--- src/verilog/ecc_unit_pkg.sv ---
// Purpose: constants and types for the disk sector check and buffer control unit
// Assumes: AHB-Lite register access, 125 MHz clock
package ecc_unit_pkg;
   localparam logic [7:0] cmd_off = 8'h00;
   localparam logic [7:0] sdh_off = 8'h04;
   localparam logic [7:0] ctrl_off = 8'h08;
   localparam logic [7:0] stat_off = 8'h0c;
   localparam logic [7:0] addr_off = 8'h10;
   localparam logic [7:0] data_off = 8'h14;
   localparam logic [7:0] synd_off = 8'h18;
   localparam logic [7:0] retry_off = 8'h1c;
   localparam logic [31:0] poly = 32'h0020_8003;
   localparam logic [31:0] crc_init = 32'h0000_0000;
   localparam int sdh_enable_bit = 7;
   localparam int ctrl_start_bit = 0;
   localparam int ctrl_dir_bit = 1;
   localparam int ctrl_long_bit = 2;
   localparam int ctrl_multi_bit = 3;
   localparam int ctrl_fix_bit = 4;
   localparam int ctrl_uncorr_bit = 5;
   localparam int ctrl_intrq_bit = 6;
   localparam logic [3:0] max_retries = 4'h8;
   localparam logic [1:0] trailer_bytes = 2'h3;
   typedef enum {st_idle, st_data, st_trailer, st_done} xfer_e;
   typedef struct packed
   {
      logic [1:0] drive;
      logic [2:0] head;
   } select_s;
endpackage

--- src/verilog/sector_check_unit.sv ---
// Purpose: sector check code unit with buffer address control and support latches
// Assumes: one 125 MHz clock; disk controller and processor share an 8-bit bus
// Notes: registers are reached over AHB-Lite; reads answer in one data cycle
//
// Our own choices: the placing of the registers and the AHB-Lite interface to the registers.
`timescale 1ns/1ns
module sector_check_unit
#(
   parameter int addr_w = 16
)
(
   // Clock and reset
   input wire logic clk,
   input wire logic reset_n,
   // AHB-Lite slave
   input wire logic hsel,
   input wire logic [31:0] haddr,
   input wire logic [1:0] htrans,
   input wire logic hwrite,
   input wire logic [2:0] hsize,
   input wire logic [31:0] hwdata,
   input wire logic hready,
   output logic [31:0] hrdata,
   output logic hreadyout,
   output logic hresp,
   // Disk controller byte link
   input wire logic disk_strobe,
   input wire logic [7:0] disk_rd_byte,
   output logic [7:0] disk_wr_byte,
   output logic disk_wr_valid,
   // Sector buffer
   output logic [addr_w-1:0] buf_addr,
   output logic buf_we,
   output logic [7:0] buf_wdata,
   input wire logic [7:0] buf_rdata,
   // Drive and head selects
   output logic [2:0] drive_sel,
   output logic [2:0] head_sel,
   // Status lines
   output logic data_req,
   output logic busy,
   output logic int_req
);
   logic rst_a_ff;
   logic rst_b_ff;
   logic rst_n;
   logic strb_a_ff;
   logic strb_b_ff;
   logic strb_c_ff;
   logic strb_lvl_ff;
   logic [7:0] rdb_a_ff;
   logic [7:0] rdb_b_ff;
   logic [7:0] rdb_c_ff;
   logic step;

   always_ff @(posedge clk or negedge reset_n)
   begin
      if (!reset_n)
      begin
         rst_a_ff <= 1'b0;
         rst_b_ff <= 1'b0;
      end
      else
      begin
         rst_a_ff <= 1'b1;
         rst_b_ff <= rst_a_ff;
      end
   end
   assign rst_n = rst_b_ff;

   // Strobe from the disk controller crosses in with three stages
   always_ff @(posedge clk or negedge rst_n)
   begin
      if (!rst_n)
      begin
         strb_a_ff <= 1'b0;
         strb_b_ff <= 1'b0;
         strb_c_ff <= 1'b0;
         strb_lvl_ff <= 1'b0;
         rdb_a_ff <= 8'h00;
         rdb_b_ff <= 8'h00;
         rdb_c_ff <= 8'h00;
      end
      else
      begin
         strb_a_ff <= disk_strobe;
         strb_b_ff <= strb_a_ff;
         strb_c_ff <= strb_b_ff;
         if (strb_b_ff == strb_c_ff)
            strb_lvl_ff <= strb_c_ff;
         rdb_a_ff <= disk_rd_byte;
         rdb_b_ff <= rdb_a_ff;
         rdb_c_ff <= rdb_b_ff;
      end
   end
   // A rise counts once the second and third stages agree, so the byte in the third stage belongs to it
   assign step = strb_b_ff & strb_c_ff & ~strb_lvl_ff;

   // Register and transfer state
   logic [7:0] cmd_ff, nxt_cmd;
   logic [7:0] sdh_ff, nxt_sdh;
   logic [7:0] ctrl_ff, nxt_ctrl;
   logic [1:0] size_ff, nxt_size;
   logic [addr_w-1:0] addr_ff, nxt_addr;
   logic [10:0] cnt_ff, nxt_cnt;
   logic [31:0] crc_ff, nxt_crc;
   logic [31:0] synd_ff, nxt_synd;
   logic [31:0] prev_synd_ff, nxt_prev_synd;
   logic [31:0] trail_ff, nxt_trail;
   logic [1:0] tidx_ff, nxt_tidx;
   logic [3:0] retry_ff, nxt_retry;
   logic match_ff, nxt_match;
   logic ovf_ff, nxt_ovf;
   logic drq_ff, nxt_drq;
   ecc_unit_pkg::xfer_e st_ff, nxt_st;
   logic busy_ff, nxt_busy;
   logic [7:0] wb_ff, nxt_wb;
   logic wv_ff, nxt_wv;
   logic bwe_ff, nxt_bwe;
   logic [7:0] bwd_ff, nxt_bwd;
   // AHB pipeline
   logic ap_ff, nxt_ap;
   logic apw_ff, nxt_apw;
   logic [7:0] apa_ff, nxt_apa;
   logic [31:0] rd_ff, nxt_rd;

   // Two bits of the generator per call
   function automatic logic [31:0] crc2(input logic [31:0] c, input logic [1:0] d);
      logic [31:0] r;
      logic fb;
      r = c;
      for (int i = 1; i >= 0; i--)
      begin
         fb = r[31] ^ d[i];
         r = {r[30:0], 1'b0} ^ (fb ? ecc_unit_pkg::poly : 32'h0000_0000);
      end
      return r;
   endfunction

   function automatic logic [31:0] crc8(input logic [31:0] c, input logic [7:0] d);
      logic [31:0] r;
      r = c;
      for (int k = 3; k >= 0; k--)
         r = crc2(r, d[2*k+:2]);
      return r;
   endfunction

   logic [10:0] sect_len;
   logic checking;
   logic dir_rd;
   logic long_m;
   logic [7:0] cur_byte;
   logic [31:0] crc_upd;
   logic bus_wr;
   logic bus_rd;
   logic [31:0] rd_val;

   always_comb
   begin
      sect_len = 11'h080 << size_ff;
      checking = sdh_ff[ecc_unit_pkg::sdh_enable_bit];
      dir_rd = ctrl_ff[ecc_unit_pkg::ctrl_dir_bit];
      long_m = ctrl_ff[ecc_unit_pkg::ctrl_long_bit];
      cur_byte = dir_rd ? rdb_c_ff : buf_rdata;
      crc_upd = crc8(crc_ff, cur_byte);
      bus_wr = ap_ff & apw_ff;
      bus_rd = hsel & hready & htrans[1] & ~hwrite;
   end

   always_comb
   begin
      rd_val = 32'h0000_0000;
      if (haddr[7:0] == ecc_unit_pkg::cmd_off)
         rd_val = {24'h0, cmd_ff};
      else if (haddr[7:0] == ecc_unit_pkg::sdh_off)
         rd_val = {24'h0, sdh_ff};
      else if (haddr[7:0] == ecc_unit_pkg::ctrl_off)
         rd_val = {22'h0, size_ff, ctrl_ff};
      else if (haddr[7:0] == ecc_unit_pkg::stat_off)
         rd_val = {24'h0, match_ff, ovf_ff, (synd_ff != 32'h0), drq_ff, (st_ff != ecc_unit_pkg::st_idle),
                   ctrl_ff[ecc_unit_pkg::ctrl_intrq_bit], ctrl_ff[ecc_unit_pkg::ctrl_multi_bit], dir_rd};
      else if (haddr[7:0] == ecc_unit_pkg::addr_off)
         rd_val = 32'(addr_ff);
      else if (haddr[7:0] == ecc_unit_pkg::data_off)
         rd_val = {24'h0, buf_rdata};
      else if (haddr[7:0] == ecc_unit_pkg::synd_off)
         rd_val = synd_ff;
      else if (haddr[7:0] == ecc_unit_pkg::retry_off)
         rd_val = {28'h0, retry_ff};
   end

   always_comb
   begin
      nxt_ap = hsel & hready & htrans[1];
      nxt_apw = hwrite;
      nxt_apa = haddr[7:0];
      nxt_rd = bus_rd ? rd_val : rd_ff;
      nxt_cmd = cmd_ff;
      nxt_sdh = sdh_ff;
      nxt_ctrl = ctrl_ff;
      nxt_size = size_ff;
      nxt_addr = addr_ff;
      nxt_cnt = cnt_ff;
      nxt_crc = crc_ff;
      nxt_synd = synd_ff;
      nxt_prev_synd = prev_synd_ff;
      nxt_trail = trail_ff;
      nxt_tidx = tidx_ff;
      nxt_retry = retry_ff;
      nxt_match = match_ff;
      nxt_ovf = ovf_ff;
      nxt_drq = drq_ff;
      nxt_st = st_ff;
      nxt_wb = wb_ff;
      nxt_wv = 1'b0;
      nxt_bwe = 1'b0;
      nxt_bwd = bwd_ff;
      // Register writes; most travel as bytes like the shared bus, but ctrl also takes the size from bits 9:8 and the trailer takes all 32 bits
      if (bus_wr)
      begin
         if (apa_ff == ecc_unit_pkg::cmd_off)
            nxt_cmd = hwdata[7:0];
         else if (apa_ff == ecc_unit_pkg::sdh_off)
            nxt_sdh = hwdata[7:0];
         else if (apa_ff == ecc_unit_pkg::ctrl_off)
         begin
            nxt_ctrl = hwdata[7:0];
            nxt_size = hwdata[9:8];
         end
         else if (apa_ff == ecc_unit_pkg::addr_off)
         begin
            if (hwdata[8])
               nxt_addr[addr_w-1:8] = hwdata[addr_w-9:0];
            else
               nxt_addr[7:0] = hwdata[7:0];
            nxt_ovf = 1'b0;
         end
         else if (apa_ff == ecc_unit_pkg::data_off)
         begin
            nxt_bwe = 1'b1;
            nxt_bwd = hwdata[7:0];
         end
         else if (apa_ff == ecc_unit_pkg::retry_off)
         begin
            nxt_trail = hwdata;
         end
      end
      case (st_ff)
         ecc_unit_pkg::st_idle:
         begin
            if (ctrl_ff[ecc_unit_pkg::ctrl_start_bit])
            begin
               nxt_ctrl[ecc_unit_pkg::ctrl_start_bit] = 1'b0;
               nxt_ctrl[ecc_unit_pkg::ctrl_intrq_bit] = 1'b0;
               nxt_crc = ecc_unit_pkg::crc_init;
               nxt_cnt = 11'h000;
               nxt_tidx = 2'h0;
               nxt_drq = 1'b1;
               nxt_st = ecc_unit_pkg::st_data;
            end
         end
         ecc_unit_pkg::st_data:
         begin
            if (step)
            begin
               if (checking)
                  nxt_crc = crc_upd;
               if (dir_rd)
               begin
                  nxt_bwe = 1'b1;
                  nxt_bwd = rdb_c_ff;
               end
               else
               begin
                  nxt_wb = buf_rdata;
                  nxt_wv = 1'b1;
                  nxt_addr = addr_ff + 1'b1;
                  if (&addr_ff)
                     nxt_ovf = 1'b1;
               end
               nxt_cnt = cnt_ff + 11'h001;
               if (cnt_ff + 11'h001 == sect_len)
                  nxt_st = (checking | long_m) ? ecc_unit_pkg::st_trailer : ecc_unit_pkg::st_done;
            end
         end
         ecc_unit_pkg::st_trailer:
         begin
            if (dir_rd ? step : 1'b1)
            begin
               if (!dir_rd)
               begin
                  nxt_wb = long_m ? trail_ff[31-8*tidx_ff-:8] : crc_ff[31-8*tidx_ff-:8];
                  nxt_wv = 1'b1;
               end
               else if (long_m)
               begin
                  nxt_trail[31-8*tidx_ff-:8] = rdb_c_ff;
                  nxt_bwe = 1'b1;
                  nxt_bwd = rdb_c_ff;
               end
               else
                  nxt_crc = crc_upd;
               nxt_tidx = tidx_ff + 2'h1;
               if (tidx_ff == ecc_unit_pkg::trailer_bytes)
                  nxt_st = ecc_unit_pkg::st_done;
            end
         end
         default:
         begin
            nxt_drq = 1'b0;
            nxt_ctrl[ecc_unit_pkg::ctrl_intrq_bit] = 1'b1;
            if (dir_rd && !long_m && checking)
            begin
               nxt_synd = crc_ff;
               nxt_match = (crc_ff == synd_ff);
               nxt_prev_synd = synd_ff;
               if (crc_ff != 32'h0 && crc_ff != synd_ff && retry_ff != ecc_unit_pkg::max_retries)
                  nxt_retry = retry_ff + 4'h1;
               if (crc_ff != 32'h0 && (retry_ff == ecc_unit_pkg::max_retries))
                  nxt_cmd = 8'h40;
               if (crc_ff == 32'h0)
                  nxt_retry = 4'h0;
            end
            nxt_st = ecc_unit_pkg::st_idle;
         end
      endcase
      // Counter advances after the buffer byte has landed; in disk writes it also steps with each byte read out
      if (bwe_ff)
      begin
         nxt_addr = addr_ff + 1'b1;
         if (&addr_ff)
            nxt_ovf = 1'b1;
      end
      nxt_busy = (nxt_st != ecc_unit_pkg::st_idle);
   end

   always_ff @(posedge clk or negedge rst_n)
   begin
      if (!rst_n)
      begin
         ap_ff <= 1'b0;
         apw_ff <= 1'b0;
         apa_ff <= 8'h00;
         rd_ff <= 32'h0000_0000;
         cmd_ff <= 8'h00;
         sdh_ff <= 8'h00;
         ctrl_ff <= 8'h00;
         size_ff <= 2'h0;
         addr_ff <= '0;
         cnt_ff <= 11'h000;
         crc_ff <= ecc_unit_pkg::crc_init;
         synd_ff <= 32'h0000_0000;
         prev_synd_ff <= 32'h0000_0000;
         trail_ff <= 32'h0000_0000;
         tidx_ff <= 2'h0;
         retry_ff <= 4'h0;
         match_ff <= 1'b0;
         ovf_ff <= 1'b0;
         drq_ff <= 1'b0;
         st_ff <= ecc_unit_pkg::st_idle;
         wb_ff <= 8'h00;
         wv_ff <= 1'b0;
         bwe_ff <= 1'b0;
         bwd_ff <= 8'h00;
         busy_ff <= 1'b0;
      end
      else
      begin
         ap_ff <= nxt_ap;
         apw_ff <= nxt_apw;
         apa_ff <= nxt_apa;
         rd_ff <= nxt_rd;
         cmd_ff <= nxt_cmd;
         sdh_ff <= nxt_sdh;
         ctrl_ff <= nxt_ctrl;
         size_ff <= nxt_size;
         addr_ff <= nxt_addr;
         cnt_ff <= nxt_cnt;
         crc_ff <= nxt_crc;
         synd_ff <= nxt_synd;
         prev_synd_ff <= nxt_prev_synd;
         trail_ff <= nxt_trail;
         tidx_ff <= nxt_tidx;
         retry_ff <= nxt_retry;
         match_ff <= nxt_match;
         ovf_ff <= nxt_ovf;
         drq_ff <= nxt_drq;
         st_ff <= nxt_st;
         wb_ff <= nxt_wb;
         wv_ff <= nxt_wv;
         bwe_ff <= nxt_bwe;
         bwd_ff <= nxt_bwd;
         busy_ff <= nxt_busy;
      end
   end

   ecc_unit_pkg::select_s sel;
   assign sel = {sdh_ff[4:3], sdh_ff[2:0]};

   // Selects decoded from the head latch
   logic [2:0] drv_ff, nxt_drv;
   logic [2:0] hd_ff, nxt_hd;
   always_comb
   begin
      nxt_drv = 3'h0;
      if (sel.drive != 2'h0)
         nxt_drv = 3'h1 << (sel.drive - 2'h1);
      nxt_hd = sel.head;
   end
   always_ff @(posedge clk or negedge rst_n)
   begin
      if (!rst_n)
      begin
         drv_ff <= 3'h0;
         hd_ff <= 3'h0;
      end
      else
      begin
         drv_ff <= nxt_drv;
         hd_ff <= nxt_hd;
      end
   end

   assign hrdata = rd_ff;
   assign hreadyout = 1'b1;
   assign hresp = 1'b0;
   assign disk_wr_byte = wb_ff;
   assign disk_wr_valid = wv_ff;
   assign buf_addr = addr_ff;
   assign buf_we = bwe_ff;
   assign buf_wdata = bwd_ff;
   assign drive_sel = drv_ff;
   assign head_sel = hd_ff;
   assign data_req = drq_ff;
   assign busy = busy_ff;
   assign int_req = ctrl_ff[ecc_unit_pkg::ctrl_intrq_bit];
endmodule // sector_check_unit

--- config.mk ---
export PLATFORM = sky130hd
export DESIGN_NAME = sector_check_unit
export DESIGN_NICKNAME = d
export VERILOG_FILES = /design/src/verilog/ecc_unit_pkg.sv /design/src/verilog/sector_check_unit.sv
export SDC_FILE = /design/constraint.sdc
export NUM_CORES = 1
export LEC_CHECK = 0
export BUFFER_PORTS_ARGS = -buffer_cell sky130_fd_sc_hd__buf_2
export CORE_MARGIN = 2
export CORE_UTILIZATION = 35
export DETAILED_ROUTE_END_ITERATION = 10
export GPL_ROUTABILITY_DRIVEN = 0
export GPL_TIMING_DRIVEN = 0
export PLACE_DENSITY = 0.54
export SLEW_MARGIN = 10
export SYNTH_ARGS = -nofsm -noshare
export SYNTH_HDL_FRONTEND = slang
export SYNTH_SLANG_ARGS = --single-unit
--- constraint.sdc ---
create_clock -name clk -period 13.12 [get_ports clk]
set_input_delay 0 -clock clk [delete_from_list [all_inputs] [get_ports clk]]
set_output_delay 0 -clock clk [all_outputs]
set_load 0.005 [all_outputs]
# Word-level counts from Yosys, hierarchy flattened
# Cells that the tools add are included.
dict set report word_totals {
  out_inout_bits 77
  input_bits 91
  ff_bits 287
  wordCells 263
}
dict set report classes {
  muxes 124
  reduce_logical 32
  shift 6
  add_sub_neg 7
  bitwise_logic 29
  n_eq_ne 29
}
# operator count
set ops {}
lappend ops {{two-way mux 32 bit} 29}
lappend ops {{bitwise XOR 32 x 22 -> 32 bit} 8}
lappend ops {{two-way mux 8 bit} 24}
lappend ops {{case mux 32 bit (3 select lines)} 2}
lappend ops {{two-way mux 22 bit} 8}
lappend ops {{two-way mux 16 bit} 9}
lappend ops {{nonzero test 32 bit} 4}
lappend ops {{indexed part select 39 x 33 -> 8 bit} 2}
lappend ops {{zero test 32 bit} 2}
lappend ops {{== test 8 x 5 -> 1 bit (second input constant)} 7}
lappend ops {{variable shift 8 x 34 -> 39 bit (first input constant)} 1}
lappend ops {{indexed part select 8 x 34 -> 39 bit} 1}
lappend ops {{negation 32 -> 34 bit} 1}
lappend ops {{bitwise mux 32 bit} 1}
lappend ops {{== test 32 x 1 -> 1 bit (second input constant)} 1}
lappend ops {{== test 32 x 2 -> 1 bit (second input constant)} 1}
lappend ops {{== test 32 bit} 1}
lappend ops {{!= test 32 bit} 1}
lappend ops {{case mux 8 bit (2 select lines)} 2}
lappend ops {{two-way mux 1 bit} 31}
lappend ops {{two-way mux 7 bit} 4}
lappend ops {{== test 8 x 4 -> 1 bit (second input constant)} 3}
lappend ops {{two-way mux 11 bit} 2}
lappend ops {{case mux 11 bit (2 select lines)} 1}
lappend ops {{other kinds (37)} 81}

# Longest topological paths before layout
dict set report logic_depth {
  word_depth 29
  mapped_depth 8
  ltp_nobuf 7
}

# Least setup slack after synthesis
# OpenSTA, ideal clock, no wires.
dict set report synth_path {
  path_kind {register -> register}
  start {reg st_ff[22]}
  end {reg wb_ff[0], in the netlist disk_wr_byte[0]}
  setup_slack_ps 10940
  arrival_time_ps 2055
  stages_incl_launch_ff 7
  path_cell_list {dfrtp_1 nor4_2 nand4_2 or2_0 buf_2 a211oi_4 mux2_4}
}
dict set report synth_via {
  elab_chain_len 3
  word_cells_on_any_way 9
  cone_classes {eq/ne: 6; mux: 1; reduce/logical: 2}
}
# item line_no
set synth_lines {}
lappend synth_lines {{start: declaration} sector_check_unit.sv:115} ;# ecc_unit_pkg::xfer_e st_ff, nxt_st;
lappend synth_lines {{start signal: assignment} sector_check_unit.sv:360} ;# st_ff <= ecc_unit_pkg::st_idle;
lappend synth_lines {{start signal: assignment} sector_check_unit.sv:388} ;# st_ff <= nxt_st;
lappend synth_lines {{== test 32 x 1 -> 1 bit / == test 32 x 2 -> 1 bit (equally long branches)} sector_check_unit.sv:248} ;# case (st_ff)
lappend synth_lines {{!= test 2 bit (no source line) / nonzero test 2 bit (equally long branches)} --}
lappend synth_lines {{AND reduction 5 bit (no source line)} --}
lappend synth_lines {{end signal: assignment} sector_check_unit.sv:389} ;# wb_ff <= nxt_wb;
lappend synth_lines {{end: declaration} sector_check_unit.sv:117} ;# logic [7:0] wb_ff, nxt_wb;
# Parallel ways exist; a longest one is shown, timed or not.
# A chain may end at the register's enable or synchronous reset.

# Worst setup path in the final report
dict set report layout_path {
  start {reg st_ff[22]}
  end {reg wb_ff[6], in the netlist disk_wr_byte[6]}
}
# The elaborated chain is that of the path after synthesis.

==> impl_metrics.json <==
{
  "status": "finished, final reports clean",
  "synth-main-ff-cell": "sky130_fd_sc_hd__dfrtp_1",
  "cp-end-kind": "flop",
  "finalClockSkew_ns": 0.0114,
  "place_area_mm2": 0.0151,
  "relSlewSlack_pct": 21.9,
  "register_area_share_after_synthesis_pct": 53.0,
  "postLayoutCellArea_mm2": 0.0168,
  "setup_slack_ns": 10.29,
  "first_pass_iters": 8,
  "rsz_0062_raised_after_global_routing": "false",
  "worst_pin_slew_ns": 1.16,
  "global_route_wire_length_before_repair_um": 66300,
  "hp-class": "input pin to flop",
  "average_cell_area_after_synthesis_um2": 10.6,
  "finalNetCount": 1647,
  "antenna_found_initial": 1,
  "die_footprint_mm2": 0.0403,
  "async_flop_share_pct": 100,
  "layout.cells.most_common": "sky130_fd_sc_hd__dfrtp_1",
  "dpl.hpwl_um": 31200,
  "max-clock-path-buffers": 3,
  "timing_max_transition_violations_final": 0,
  "final.hold.worst_slack_ns": 0.0957,
  "period_needed_ns": 2.83,
  "post-cts-setup-buffers": 0,
  "synth.yosys.warnings": 0,
  "placement.io_buffers": 137,
  "power.density_cell_area_mw_per_mm2": 121,
  "worstPathArrival_ns": 3.24,
  "final_cell_count_no_fill": 2090,
  "synthesis.area_mm2": 0.0135,
  "via_count": 11198,
  "grt_max_degree": 63,
  "synth.area.top_cells": "sky130_fd_sc_hd__dfrtp_1 53%, sky130_fd_sc_hd__nand2_1 6.5%, sky130_fd_sc_hd__mux2i_1 4.6%",
  "syn_inst": 1283,
  "setup_total_negative_slack_ns": 0,
  "numPlacedInstances": 1974,
  "initial_core_utilization_pct": 35.2,
  "post_cts.resized_instances": 0,
  "area_delta_synth_final_pct": 24.2,
  "cts-buffers-inserted": 35,
  "boundaryPins": 168,
  "placeable_area_mm2": 0.0385,
  "regToRegSetupSlack_ns": 10.29,
  "die_w_um": 201,
  "cts_clock_pin_slew_for_the_worst_setup_and_hold_paths_ns": 0.06,
  "placement.setup.worst_slack_ns": 10.35,
  "max-cap-violations": 0,
  "cts_tree": "done",
  "vdd.ir_drop.worst_mv": 0.125,
  "clock_sinks": 287,
  "clock-root-buffer": "sky130_fd_sc_hd__clkbuf_16",
  "timing.critical_path.required_ns": 13.53,
  "grt_pass1_vias": 11008,
  "synth-seq-cells": 287,
  "critical_path_class": "flop to flop",
  "global_route.usage.total_pct": 21.3,
  "timing.critical_path.from_type": "flop",
  "n_antenna_cell": 0,
  "final_layout_size_suffix_gt1_share_pct": 17.6,
  "postRouteAntennaNets": 0,
  "via_per_inst": 5.36,
  "synth_enable_flop_cells": 0,
  "clk_latency_ns": 0.53,
  "postRouteWirelength_um": 42800,
  "timing.fmax_mhz": 354,
  "timing.critical_path.fanout_max": 10,
  "timing_hold_violations_final": 0,
  "drt_iter0_drc": 949,
  "finalCritPeriodShare_pct": 21.6,
  "final_cell_mix": "286 x sky130_fd_sc_hd__dfrtp_1, 234 x sky130_fd_sc_hd__nand2_1, 146 x sky130_fd_sc_hd__buf_2, 85 x sky130_fd_sc_hd__a21oi_1, 68 x sky130_fd_sc_hd__nor2_1",
  "die_y_um": 201,
  "static-leakage-power_nw": 7.51,
  "synth_cell_type_count": 81,
  "fp-row-count": 72,
  "drc": 0,
  "setup_viol": 0,
  "post-synth-top-area-cell": "sky130_fd_sc_hd__dfrtp_1",
  "drt-wirelength-per-cell_um": 20.5,
  "htree_num_levels": 2,
  "grt_total_ovfl": 0,
  "synth_top_area_share_pct": 53.0
}
-- cells in the mapped netlist (all sizes together) (18+ instances only) --
| library cell | instances |
|---|---|
| a21oi | 86 |
| clkbuf | 46 |
| dfrtp | 287 |
| mux2 | 25 |
| mux2i | 62 |
| mux4 | 19 |
| nand2 | 234 |
| nand3 | 18 |
| nand4 | 30 |
| nor2 | 70 |
| nor4 | 29 |
| o21ai | 72 |
| o31ai | 28 |
| xnor2 | 62 |
-- worst paths after layout --
check,from,end,cells past startpoint
max,st_ff[22]$_DFF_PN0_,disk_wr_byte[6]$_DFFE_PN0P_,6
min,buf_rdata[5],hrdata[5]$_DFFE_PN0P_,5
max reg2reg,st_ff[22]$_DFF_PN0_,disk_wr_byte[6]$_DFFE_PN0P_,6
min reg2reg,rst_b_ff$_DFF_PN0_,rdb_a_ff[6]$_DFF_PN0_,0
max in group asynchronous,rst_b_ff$_DFF_PN0_,drive_sel[0]$_DFF_PN0_,3
min in group asynchronous,rst_b_ff$_DFF_PN0_,rdb_a_ff[6]$_DFF_PN0_,0
-- where the power goes --
part	switching, W	internal, W
combinational	0.0000722	0.0000559
sequential	0.0000240	0.000910
clock	0.000380	0.000588
total	0.000476	0.00155
-- critical path: stages, from the launching register on --
cell and delay (ns):
sky130_fd_sc_hd__dfrtp_1 0.37, sky130_fd_sc_hd__nor4_2 0.32, sky130_fd_sc_hd__nand4_2 0.32, sky130_fd_sc_hd__nor3_2 0.67, sky130_fd_sc_hd__clkbuf_1 0.45, sky130_fd_sc_hd__a31oi_1 0.27, sky130_fd_sc_hd__mux2_4 0.32
-- per-layer routing --
layer	GRT usage, %	part of all wire (%)	up-vias
met1	31.0	46	5569
met5	0	0	-
li1	-	-	5127
met2	32.2	44	434
met3	4.01	7.3	68
met4	6.24	2.5	0
-- logic make-up after synthesis --
logic type,after synthesis,synth area share (%)
xor+xnor,68,4.40
flops,287,53.0
compound gates,277,13.1
mux,106,10.0
simple gates,462,16.4
buf+inv,72,2.16
other cells,2,0.0554
fa+ha+maj,9,0.831
-- layout make-up --
| type | count | area (um2) |
|---|---|---|
| fill | 3729 | 21600 |
| sequential | 287 | 7190 |
| multi-input combinational | 955 | 6190 |
| timing repair buffer | 196 | 1360 |
| clock buffer | 51 | 996 |
| tap | 518 | 648 |
| buffer | 62 | 255 |
| clock inverter | 11 | 145 |
| inverter | 10 | 37.5 |
-- stage by stage --
stage | total power (W) | utilization [%]
6_report | 0.00203 | 43.7
5_1_grt | 0.00211 | 43.7
4_1_cts | 0.00205 | 43.7
3_5_place_dp | 0.00107 | 39.4
3_3_place_gp | 0.00106 | 39.0
2_1_floorplan | 0.00101 | -
-- repair_timing --
item	4_1_cts	5_1_grt
hold buffers	54	0
hold endpoints to repair	101	0
setup endpoints to repair	0	0
-- flip-flops by register name, indices dropped and copies added (netlist names), 11 cells and up --
name,cells
st_ff,32
crc_ff,32
synd_ff,32
buf_addr,16
cnt_ff,11
hrdata,32
trail_ff,32
(Power assumes the default switching activity.)
